`config.mk`:
```
export PLATFORM = sky130hd
export DESIGN_NAME = bmr_boot_ctrl
export DESIGN_NICKNAME = d
export VERILOG_FILES = /design/src/rtl/bmr_pkg.sv /design/src/rtl/bmr_boot_ctrl.sv /design/src/rtl/bmr_scan_path.sv
export SDC_FILE = /design/constraint.sdc
export NUM_CORES = 1
export LEC_CHECK = 0
export ABC_AREA = 1
export BUFFER_PORTS_ARGS = -buffer_cell sky130_fd_sc_hd__buf_2
export CORE_ASPECT_RATIO = 1.5
export CORE_MARGIN = 2
export CORE_UTILIZATION = 25
export DETAILED_ROUTE_END_ITERATION = 8
export PLACE_DENSITY = 0.39
export SYNTH_ARGS = -nofsm -noshare
export SYNTH_HDL_FRONTEND = slang
export SYNTH_SLANG_ARGS = --single-unit
```
`constraint.sdc`:
```
create_clock -name clk_sys_in -period 1.6 [get_ports clk_sys_in]
set_input_delay 0.24 -clock clk_sys_in [delete_from_list [all_inputs] [get_ports clk_sys_in]]
set_output_delay 0.24 -clock clk_sys_in [all_outputs]
set_load 0.05 [all_outputs]
```
`src/rtl/bmr_pkg.sv`:
```
// shared types and constants of the boot mode and reset controller
package bmr_pkg;

    // =====================================================================
    // timing
    // =====================================================================
    localparam int CLK_PERIOD_NS = 10;
    localparam int SYNC_STAGES = 2;
    localparam logic [2:0] TMS_RESET_ONES = 3'h5;

    // =====================================================================
    // program sequencing
    // =====================================================================
    localparam int PC_WIDTH = 24;
    localparam logic [23:0] RESET_VECTOR = 24'h000008;
    localparam logic [23:0] PC_STEP = 24'h000001;

    // =====================================================================
    // boundary scan path
    // =====================================================================
    localparam int BSR_WIDTH = 8;
    localparam logic [7:0] BSR_RESET = 8'h00;

    // =====================================================================
    // boot modes, core states and test states
    // =====================================================================
    typedef enum logic [1:0]
    {
        BMR_MODE_NONE = 2'b00,
        BMR_MODE_EPROM = 2'b01,
        BMR_MODE_HOST = 2'b10
    } bmr_mode_t;

    typedef enum logic [1:0]
    {
        BMR_ST_RESET = 2'b00,
        BMR_ST_EPROM = 2'b01,
        BMR_ST_HOST = 2'b10,
        BMR_ST_RUN = 2'b11
    } bmr_state_t;

    typedef enum logic [1:0]
    {
        BMR_TS_RESET = 2'b00,
        BMR_TS_IDLE = 2'b01,
        BMR_TS_SHIFT = 2'b10
    } bmr_tstate_t;

    // captured configuration pins
    typedef struct packed
    {
        logic byte_rom_boot_select;
        logic link_boot_select;
        logic boot_memory_select;
    } bmr_cfg_t;

    // status towards the core
    typedef struct packed
    {
        bmr_mode_t mode;
        logic cfg_error;
        logic core_run;
        logic ext_fetch;
    } bmr_status_t;

endpackage

```
`src/rtl/bmr_boot_ctrl.sv`:
```
// boot mode selection, reset release and program start of the core
// Function
// RULE_01: byte-rom select high, link select low: EPROM boot, pin drives chip select.
// RULE_02: both selects low, boot memory select input high: host processor boot.
// RULE_03: both selects low, boot memory select low: no boot, run external memory.
// RULE_04: one instruction per input clock period.
// RULE_05: clock source keeps input clock running steady, never stopped or slowed.
// RULE_06: reset gives known state; execution starts at the reset vector.
// RULE_07: reset source holds hardware reset asserted through power-up.
// RULE_08: test reset is pulsed low after power-up or held low.
// RULE_09: test clock is asynchronous; test mode steps the test state machine.
// RULE_10: scan path shifts test data in and serial output out.
// RULE_11: link select tied low; all configuration pins are hardwired.
// RULE_12: sample configuration during reset; release reset synchronously before boot.
`timescale 1ns/1ps

module bmr_boot_ctrl
(
    input wire logic clk_sys_in,
    input wire logic rst_in,
    input wire logic byte_rom_boot_select_in,
    input wire logic link_boot_select_in,
    input wire logic boot_memory_select_in,
    output logic boot_memory_select_out,
    output logic boot_memory_select_oe_n_out,
    input wire logic eprom_done_in,
    input wire logic host_done_in,
    output bmr_pkg::bmr_status_t status_out,
    output logic [bmr_pkg::PC_WIDTH-1:0] pc_out,
    input wire logic test_clock_in,
    input wire logic test_mode_in,
    input wire logic test_data_in,
    input wire logic test_reset_n_in,
    output logic test_data_out,
    output logic emulation_status_out,
    output logic emulation_status_oe_n_out
);
    import bmr_pkg::*;

    // =====================================================================
    // reset release synchronised to the input clock
    // =====================================================================
    logic [SYNC_STAGES-1:0] rst_sync_r;
    logic core_rst;

    always_ff @(posedge clk_sys_in or posedge rst_in)
    begin
        if (rst_in)
        begin
            rst_sync_r <= '1;
        end
        else
        begin
            rst_sync_r <= {rst_sync_r[SYNC_STAGES-2:0], 1'b0}; // [RULE_12]
        end
    end

    assign core_rst = rst_sync_r[SYNC_STAGES-1];

    // =====================================================================
    // configuration capture while the core is still held in reset
    // =====================================================================
    bmr_cfg_t cfg_r;
    bmr_cfg_t cfg_pins;

    assign cfg_pins = '{byte_rom_boot_select: byte_rom_boot_select_in,
                        link_boot_select: link_boot_select_in,
                        boot_memory_select: boot_memory_select_in};

    always_ff @(posedge clk_sys_in or posedge rst_in)
    begin
        if (rst_in)
        begin
            cfg_r <= '0;
        end
        else if (core_rst)
        begin
            cfg_r <= cfg_pins; // [RULE_12]
        end
    end

    // =====================================================================
    // mode decode
    // =====================================================================
    wire sel_eprom = cfg_r.byte_rom_boot_select & ~cfg_r.link_boot_select; // [RULE_01]
    wire sel_low = ~cfg_r.byte_rom_boot_select & ~cfg_r.link_boot_select;
    wire sel_host = sel_low & cfg_r.boot_memory_select; // [RULE_02]
    wire cfg_error = cfg_r.link_boot_select; // [RULE_11]
    bmr_mode_t mode;

    // a raised link select is unsupported and falls back to no boot
    assign mode = sel_eprom ? BMR_MODE_EPROM : (sel_host ? BMR_MODE_HOST : BMR_MODE_NONE); // [RULE_03]

    // =====================================================================
    // core sequencing
    // =====================================================================
    bmr_state_t st_r;
    bmr_state_t st_nxt;
    logic [PC_WIDTH-1:0] pc_r;
    logic ext_fetch_r;

    always_comb
    begin
        st_nxt = st_r;
        case (st_r)
            BMR_ST_RESET:
            begin
                if (!core_rst)
                begin
                    case (mode)
                        BMR_MODE_EPROM: st_nxt = BMR_ST_EPROM; // [RULE_01]
                        BMR_MODE_HOST: st_nxt = BMR_ST_HOST; // [RULE_02]
                        default: st_nxt = BMR_ST_RUN; // [RULE_03]
                    endcase
                end
            end
            BMR_ST_EPROM: st_nxt = eprom_done_in ? BMR_ST_RUN : BMR_ST_EPROM;
            BMR_ST_HOST: st_nxt = host_done_in ? BMR_ST_RUN : BMR_ST_HOST;
            default: st_nxt = BMR_ST_RUN;
        endcase
    end

    wire enter_run = (st_r != BMR_ST_RUN) && (st_nxt == BMR_ST_RUN);

    always_ff @(posedge clk_sys_in or posedge rst_in)
    begin
        if (rst_in)
        begin
            st_r <= BMR_ST_RESET; // [RULE_06]
            pc_r <= RESET_VECTOR;
            ext_fetch_r <= 1'b0;
        end
        else
        begin
            st_r <= st_nxt;
            if (enter_run)
            begin
                pc_r <= RESET_VECTOR; // [RULE_06]
                ext_fetch_r <= (st_r == BMR_ST_RESET); // [RULE_03]
            end
            else if (st_r == BMR_ST_RUN)
            begin
                pc_r <= pc_r + PC_STEP; // [RULE_04]
            end
        end
    end

    // =====================================================================
    // boot memory select pin: input during reset, driven only in EPROM mode
    // =====================================================================
    wire drive_boot_sel = !core_rst && (mode == BMR_MODE_EPROM);

    assign boot_memory_select_oe_n_out = ~drive_boot_sel; // [RULE_01]
    assign boot_memory_select_out = (st_r != BMR_ST_EPROM); // [RULE_01]

    assign status_out = '{mode: mode, cfg_error: cfg_error,
                          core_run: (st_r == BMR_ST_RUN), ext_fetch: ext_fetch_r};
    assign pc_out = pc_r;

    // =====================================================================
    // test port
    // =====================================================================
    logic scan_active;

    bmr_scan_path u_scan
    (
        .clk_sys_in(clk_sys_in),
        .rst_in(rst_in),
        .test_clock_in(test_clock_in),
        .test_mode_in(test_mode_in),
        .test_data_in(test_data_in),
        .test_reset_n_in(test_reset_n_in),
        .capture_in({1'b0, st_r, mode, cfg_r}),
        .test_data_out(test_data_out),
        .scan_active_out(scan_active)
    );

    // open drain: pulled low while the scan path is shifting
    assign emulation_status_out = 1'b0;
    assign emulation_status_oe_n_out = ~scan_active;

    // =====================================================================
    // checks
    // =====================================================================
    a_eprom_chip_sel: assert property (@(posedge clk_sys_in) disable iff (rst_in) // [RULE_01]
        st_r == BMR_ST_EPROM |-> !boot_memory_select_out && !boot_memory_select_oe_n_out)
        else $error("EPROM chip select not driven during EPROM boot");

    a_host_mode_entry: assert property (@(posedge clk_sys_in) disable iff (rst_in) // [RULE_02]
        (st_r == BMR_ST_RESET && !core_rst && sel_host) |=> st_r == BMR_ST_HOST)
        else $error("host boot not selected");

    a_no_boot_run: assert property (@(posedge clk_sys_in) disable iff (rst_in) // [RULE_03]
        (st_r == BMR_ST_RESET && !core_rst && sel_low && !cfg_r.boot_memory_select)
        |=> st_r == BMR_ST_RUN && ext_fetch_r && boot_memory_select_oe_n_out)
        else $error("no boot mode did not start from external memory");

    a_pc_per_clock: assert property (@(posedge clk_sys_in) disable iff (rst_in) // [RULE_04]
        (st_r == BMR_ST_RUN) ##1 (st_r == BMR_ST_RUN) |-> pc_r == $past(pc_r) + PC_STEP)
        else $error("instruction rate differs from input clock");

    a_reset_vector: assert property (@(posedge clk_sys_in) disable iff (rst_in) // [RULE_06]
        $rose(st_r == BMR_ST_RUN) |-> pc_r == RESET_VECTOR)
        else $error("execution did not start at the reset vector");

    a_release_delay: assert property (@(posedge clk_sys_in) disable iff (rst_in) // [RULE_12]
        $past(rst_sync_r[0]) |-> core_rst && st_r == BMR_ST_RESET)
        else $error("reset released without synchronisation");

    a_cfg_frozen: assert property (@(posedge clk_sys_in) disable iff (rst_in) // [RULE_12]
        (!core_rst ##1 !core_rst) |-> $stable(cfg_r))
        else $error("configuration changed after reset release");

    a_eprom_to_run: assert property (@(posedge clk_sys_in) disable iff (rst_in) // [RULE_06]
        (st_r == BMR_ST_EPROM && eprom_done_in)
        |=> st_r == BMR_ST_RUN && pc_r == RESET_VECTOR && boot_memory_select_out)
        else $error("EPROM boot did not hand over to the reset vector");

    a_host_to_run: assert property (@(posedge clk_sys_in) disable iff (rst_in) // [RULE_02]
        (st_r == BMR_ST_HOST && host_done_in) |=> st_r == BMR_ST_RUN && !ext_fetch_r)
        else $error("host boot did not end in program execution");

    a_ext_fetch_mode: assert property (@(posedge clk_sys_in) disable iff (rst_in) // [RULE_03]
        ext_fetch_r |-> mode == BMR_MODE_NONE && st_r == BMR_ST_RUN)
        else $error("external fetch flagged outside no boot mode");

endmodule

```
`src/rtl/bmr_scan_path.sv`:
```
// test port: synchronised test clock, small test state machine, scan path
`timescale 1ns/1ps

module bmr_scan_path
(
    input wire logic clk_sys_in,
    input wire logic rst_in,
    input wire logic test_clock_in,
    input wire logic test_mode_in,
    input wire logic test_data_in,
    input wire logic test_reset_n_in,
    input wire logic [bmr_pkg::BSR_WIDTH-1:0] capture_in,
    output logic test_data_out,
    output logic scan_active_out
);
    import bmr_pkg::*;

    // =====================================================================
    // synchronisers: the test clock is asynchronous to the input clock
    // =====================================================================
    logic [1:0] tck_sync_r;
    logic [1:0] trst_sync_r;
    logic tck_last_r;
    logic [2:0] ones_r;
    logic [BSR_WIDTH-1:0] bsr_r;
    logic tdo_r;
    bmr_tstate_t ts_r;
    bmr_tstate_t ts_nxt;

    always_ff @(posedge clk_sys_in or posedge rst_in)
    begin
        if (rst_in)
        begin
            tck_sync_r <= 2'h0;
            trst_sync_r <= 2'h0;
            tck_last_r <= 1'b0;
        end
        else
        begin
            tck_sync_r <= {tck_sync_r[0], test_clock_in}; // [RULE_09]
            trst_sync_r <= {trst_sync_r[0], test_reset_n_in};
            tck_last_r <= tck_sync_r[1];
        end
    end

    wire tck_rise = tck_sync_r[1] & ~tck_last_r;
    wire tck_fall = ~tck_sync_r[1] & tck_last_r;
    wire trst_act = ~trst_sync_r[1];
    wire tms_reset = (ones_r == TMS_RESET_ONES - 3'h1) & test_mode_in;

    // =====================================================================
    // test state machine, stepped on test clock rising edges
    // =====================================================================
    always_comb
    begin
        ts_nxt = ts_r;
        case (ts_r)
            BMR_TS_RESET: ts_nxt = test_mode_in ? BMR_TS_RESET : BMR_TS_IDLE;
            BMR_TS_IDLE: ts_nxt = test_mode_in ? BMR_TS_IDLE : BMR_TS_SHIFT;
            BMR_TS_SHIFT: ts_nxt = test_mode_in ? BMR_TS_IDLE : BMR_TS_SHIFT;
            default: ts_nxt = BMR_TS_RESET;
        endcase
        if (tms_reset)
        begin
            ts_nxt = BMR_TS_RESET;
        end
    end

    always_ff @(posedge clk_sys_in or posedge rst_in)
    begin
        if (rst_in)
        begin
            ts_r <= BMR_TS_RESET;
            ones_r <= 3'h0;
            bsr_r <= BSR_RESET;
            tdo_r <= 1'b0;
        end
        else if (trst_act)
        begin
            ts_r <= BMR_TS_RESET;
            ones_r <= 3'h0;
            bsr_r <= BSR_RESET;
            tdo_r <= 1'b0;
        end
        else
        begin
            if (tck_rise)
            begin
                ts_r <= ts_nxt; // [RULE_09]
                ones_r <= (test_mode_in && !tms_reset) ? ones_r + 3'h1 : 3'h0;
                if (ts_r == BMR_TS_SHIFT && !test_mode_in)
                begin
                    bsr_r <= {test_data_in, bsr_r[BSR_WIDTH-1:1]}; // [RULE_10]
                end
                else if (ts_r == BMR_TS_IDLE && !test_mode_in)
                begin
                    bsr_r <= capture_in;
                end
            end
            if (tck_fall)
            begin
                tdo_r <= bsr_r[0]; // [RULE_10]
            end
        end
    end

    assign test_data_out = tdo_r;
    assign scan_active_out = (ts_r == BMR_TS_SHIFT);

    // =====================================================================
    // checks
    // =====================================================================
    a_tdo_on_fall: assert property (@(posedge clk_sys_in) disable iff (rst_in) // [RULE_10]
        (tck_fall && !trst_act) |=> test_data_out == $past(bsr_r[0]))
        else $error("scan output not updated on test clock fall");

    a_scan_shift_in: assert property (@(posedge clk_sys_in) disable iff (rst_in) // [RULE_10]
        (tck_rise && !trst_act && ts_r == BMR_TS_SHIFT && !test_mode_in)
        |=> bsr_r[BSR_WIDTH-1] == $past(test_data_in))
        else $error("scan data not shifted in");

    a_tms_to_reset: assert property (@(posedge clk_sys_in) disable iff (rst_in) // [RULE_09]
        (tck_rise && tms_reset) |=> ts_r == BMR_TS_RESET)
        else $error("test mode ones did not reset the test state");

endmodule

```
==> results <==
- The number of flops mapped to enable cells by yosys is 0.
- The final routed wire length divided by cell count is around 13 µm.
- The average footprint of a synthesized cell is ~8 µm².
- The run finished with clean final reports.
- The count of nets left with antenna violations after detail routing is 0.
- The wire length of the first global-routing pass is between 10000 and 15000 µm.
- Clock tree synthesis selected as its root buffer the cell sky130_fd_sc_hd__clkbuf_16.
- The half-perimeter wire length after detailed placement is ~5300 µm.
- Summed over all cells, the static leakage comes to between 0.0015 and 0.002 µW.
- At the end of the flow, the number of nets in the layout was just over 400.
- The share of the clock period used by the worst path after layout is 0.9545.
- Data on the critical path is required at its endpoint by between 1 and 1.5 ns.
- The max-cap check violation count is 0.
- The maximum operating frequency is around 0.65 GHz.
- The worst supply voltage drop on vdd is 0.3729 mV.
- The clock passes through at most 2 buffers.
- The post-synthesis instance total is approximately 330.
- The minimum hold slack is approximately 0.06 ns.
- The start-to-end type of the worst setup path is reg -> out.
- In the global route stage, met2 resource usage came out at 0.2393.
- Of the cells placed in the final design, the portion with a size suffix greater than 1 is 0.2380.
- For this run, the total global-route usage over all layers was measured as 0.1341.
- Routability-driven placement finished with a final weighted congestion of about 0.80.
- The via count of the first global-routing pass was ~2400.
- In this run the core area contains 46 standard-cell rows.
- The clock period could shrink to ~1.5 ns.
- The area added between synthesis and finish is 25.29%.
- The register with the most flip-flops in the layout has 24 of them.
- The setup skew after layout is ~0.008 ns.
- Ranked by total cell area, the synthesized netlist is headed by sky130_fd_sc_hd__dfrtp_1 (45%), sky130_fd_sc_hd__nand2_1 (11%), sky130_fd_sc_hd__nand3_1 (7.3%).
- The post-synthesis cell area is 2656 µm².
- The clock reaches the later pin of the worst-skew pair after just under 0.3 ns.
- The share of flip-flops with an asynchronous set or reset after synthesis is 1.000.
- The clock slew seen by the registers of the worst setup and hold paths is 0.07 ns.
- The floorplan step defined a die boundary enclosing approximately 11000 µm².
- Along the worst path, the maximum fanout reaches 9.
- The total power density per cell area is around 800 nW/µm².
- The violation count after the first detailed-route iteration is 99.
- Of the post-synthesis cell area, the dominant cell type holds 0.4522.
- The count of warnings emitted by yosys is 0.
- The most common flop cell mapped by yosys is sky130_fd_sc_hd__dfrtp_1.
- The sequential-to-total area share from yosys stat is 0.4819.
- The count of TritonRoute iterations in the first routing pass is 4.
- The die is around 90 µm wide.
- The H-tree was split into 2 levels.
- Dividing the detail-routed via count by the number of cells gives around 4.4.
- The clock tree from TritonCTS is yes.
- The DRC violation count after routing is 0.
- The critical path launch point type is a register.
- CTS saw just over 50 sinks.
- The worst setup path is captured at an output port.
- In this run the tool buffered the top-level ports with 43 buffer cells.
- The fraction of met3 tracks used by global routing is 0.02720.
- The repair_antennas step left the layout with diodes totalling 0.
- The worst hold path belongs to the class in -> reg.
- The initial core utilization is 0.2536.
- The library cell with the largest summed area after synthesis is sky130_fd_sc_hd__dfrtp_1.
- The number of antenna violations at the first check in global routing was 0.
- The register bit total from synthesis is 51.
- Once placement finished, the instance area stood at 3127 µm².
- The maximum number of pins on one net before global-route repair is 52.
- The most common cell in the synthesized netlist is sky130_fd_sc_hd__nand2_1.
- The global routing met1 resource utilization is 0.1524.
- Measured along the y axis, the die boundary spans roughly 130 µm.
- In the synthesized netlist, the cells that appear most often are sky130_fd_sc_hd__nand2_1 (80), sky130_fd_sc_hd__dfrtp_1 (48), sky130_fd_sc_hd__inv_1 (48), sky130_fd_sc_hd__nand3_1 (39), sky130_fd_sc_hd__nor2_1 (27).
- After detailed routing, the total wire length is 7248 µm.
- The routed layout has roughly 2400 vias.
- The boundary pin count is 45.
- After synthesis, the netlist uses 33 different library cells.
- The number of CTS-inserted buffers is 5.
- The layer flagged by global routing as most heavily used is met2.
- The floorplan step defined a core boundary enclosing 10480 µm².
- The number of hold-slack violations in the final timing report was 0.
- After routing the design area is roughly 3300 µm².
- Summed over all layers, the global routing overflow is 0.
- The worst endpoint data arrival time is between 1 and 1.5 ns.
- The final count of pins violating max slew was 0.
- The final count of negative-setup-slack endpoints is 0.
## path summary, 6_finish.rpt
| path | slack (ns) | startpoint | end | cells after the start |
|---|---|---|---|---|
| max in group asynchronous | 0.76 | rst_in | rst_sync_r[1]$_DFF_PP1_ | 4 |
| min in group asynchronous | 0.54 | rst_in | pc_out[23]$_DFFE_PP0P_ | 4 |
| hold reg to reg | 0.35 | u_scan.tck_sync_r[0]$_DFF_PP0_ | u_scan.tck_sync_r[1]$_DFF_PP0_ | 0 |
| hold / removal | 0.06 | test_clock_in | u_scan.tck_sync_r[0]$_DFF_PP0_ | 1 |
| setup reg to reg | 0.12 | pc_out[3]$_DFFE_PP1P_ | pc_out[20]$_DFFE_PP0P_ | 9 |
| setup / recovery | 0.07 | st_r[1]$_DFF_PP0_ | status_out[1] | 3 |
## cell usage in the layout (no fill, tap or decap), types with 2 or more instances in the layout
cell type / Yosys / routed
sky130_fd_sc_hd__nand2_1: 80 / 78
sky130_fd_sc_hd__dfrtp_1: 48 / 44
sky130_fd_sc_hd__inv_1: 48 / 43
sky130_fd_sc_hd__buf_2: 1 / 41
sky130_fd_sc_hd__nand3_1: 39 / 39
sky130_fd_sc_hd__o21ai_0: 25 / 25
sky130_fd_sc_hd__nor2_1: 27 / 24
sky130_fd_sc_hd__buf_4: 4 / 15
sky130_fd_sc_hd__a21oi_1: 8 / 8
sky130_fd_sc_hd__nand4_1: 8 / 8
sky130_fd_sc_hd__inv_2: 2 / 7
sky130_fd_sc_hd__ha_1: 6 / 6
sky130_fd_sc_hd__nor3_1: 5 / 5
sky130_fd_sc_hd__nand3b_1: 5 / 5
sky130_fd_sc_hd__clkbuf_16: 0 / 5
sky130_fd_sc_hd__o21ai_1: 4 / 4
sky130_fd_sc_hd__dfrtp_2: 0 / 4
sky130_fd_sc_hd__nand2_2: 2 / 3
sky130_fd_sc_hd__nor2_4: 1 / 3
sky130_fd_sc_hd__dfstp_2: 3 / 3
sky130_fd_sc_hd__nand2_4: 1 / 2
sky130_fd_sc_hd__nor2_2: 1 / 2
sky130_fd_sc_hd__nand3_4: 1 / 2
sky130_fd_sc_hd__nand3_2: 1 / 2
sky130_fd_sc_hd__o22ai_1: 2 / 2
sky130_fd_sc_hd__conb_1: 1 / 2
sky130_fd_sc_hd__clkbuf_1: 0 / 2
## cell families (layout without fill, tap and decap cells)
logic type | after synthesis | count (layout) | synth area share
XOR/XNOR | 1 | 1 | 0.003298
flip-flops | 51 | 51 | 0.4819
adder cells (fa/ha/maj) | 6 | 6 | 0.02826
buffers and inverters | 57 | 116 | 0.09232
AND/OR/NAND/NOR | 175 | 177 | 0.3099
other | 1 | 2 | 0.001412
AO/OA/AOI/OAI | 42 | 42 | 0.08290
## metrics by stage
stage	util	worst slack, ns	power, µW	std cells	TNS [ns]
final	0.3177	0.07283	2592	539	0
after global routing	0.3177	-0.01101	2735	539	-0.01101
after CTS	0.3128	0.02225	2652	537	0
after detailed placement	0.2985	0.03951	1570	528	0
after global placement	0.2985	0.05951	1570	528	0
after floorplan	-	0.01357	1505	334	0
## worst max-delay path, stage by stage, from the launching register on
cell and delay, ns:
sky130_fd_sc_hd__dfrtp_1 0.45, sky130_fd_sc_hd__nand2_4 0.14, sky130_fd_sc_hd__inv_2 0.18, sky130_fd_sc_hd__buf_4 0.23
## metal layers
layer  wire length [µm]  vias up
met5                  0        -
met3                282       15
met2               3801       44
met1               2918     1117
li1                   -     1194
met4                246        0
## cell type report
cell class	count	area, µm²
Fill cell	1173	7147
Sequential cell	51	1285
Multi-Input combinational cell	228	1190
Timing Repair Buffer	58	347.8
Inverter	50	187.7
Tap cell	144	180.2
Clock buffer	7	132.6
Clock inverter	1	5.005
## power breakdown
part | switching, µW | internal, µW
clock network | 470 | 580
logic | 137 | 59.8
registers | 17.8 | 1330
## repair_timing
action / 4_1_cts / 5_1_grt
gates resized for setup: 1 / 13
hold buffers: 1 / 0
endpoints found under the hold margin: 27 / 0
setup buffers: 0 / 0
setup endpoints to repair: 1 / 25
gates cloned: 0 / 2
pin swaps: 0 / 4
Power figures use the tool's default switching activity.
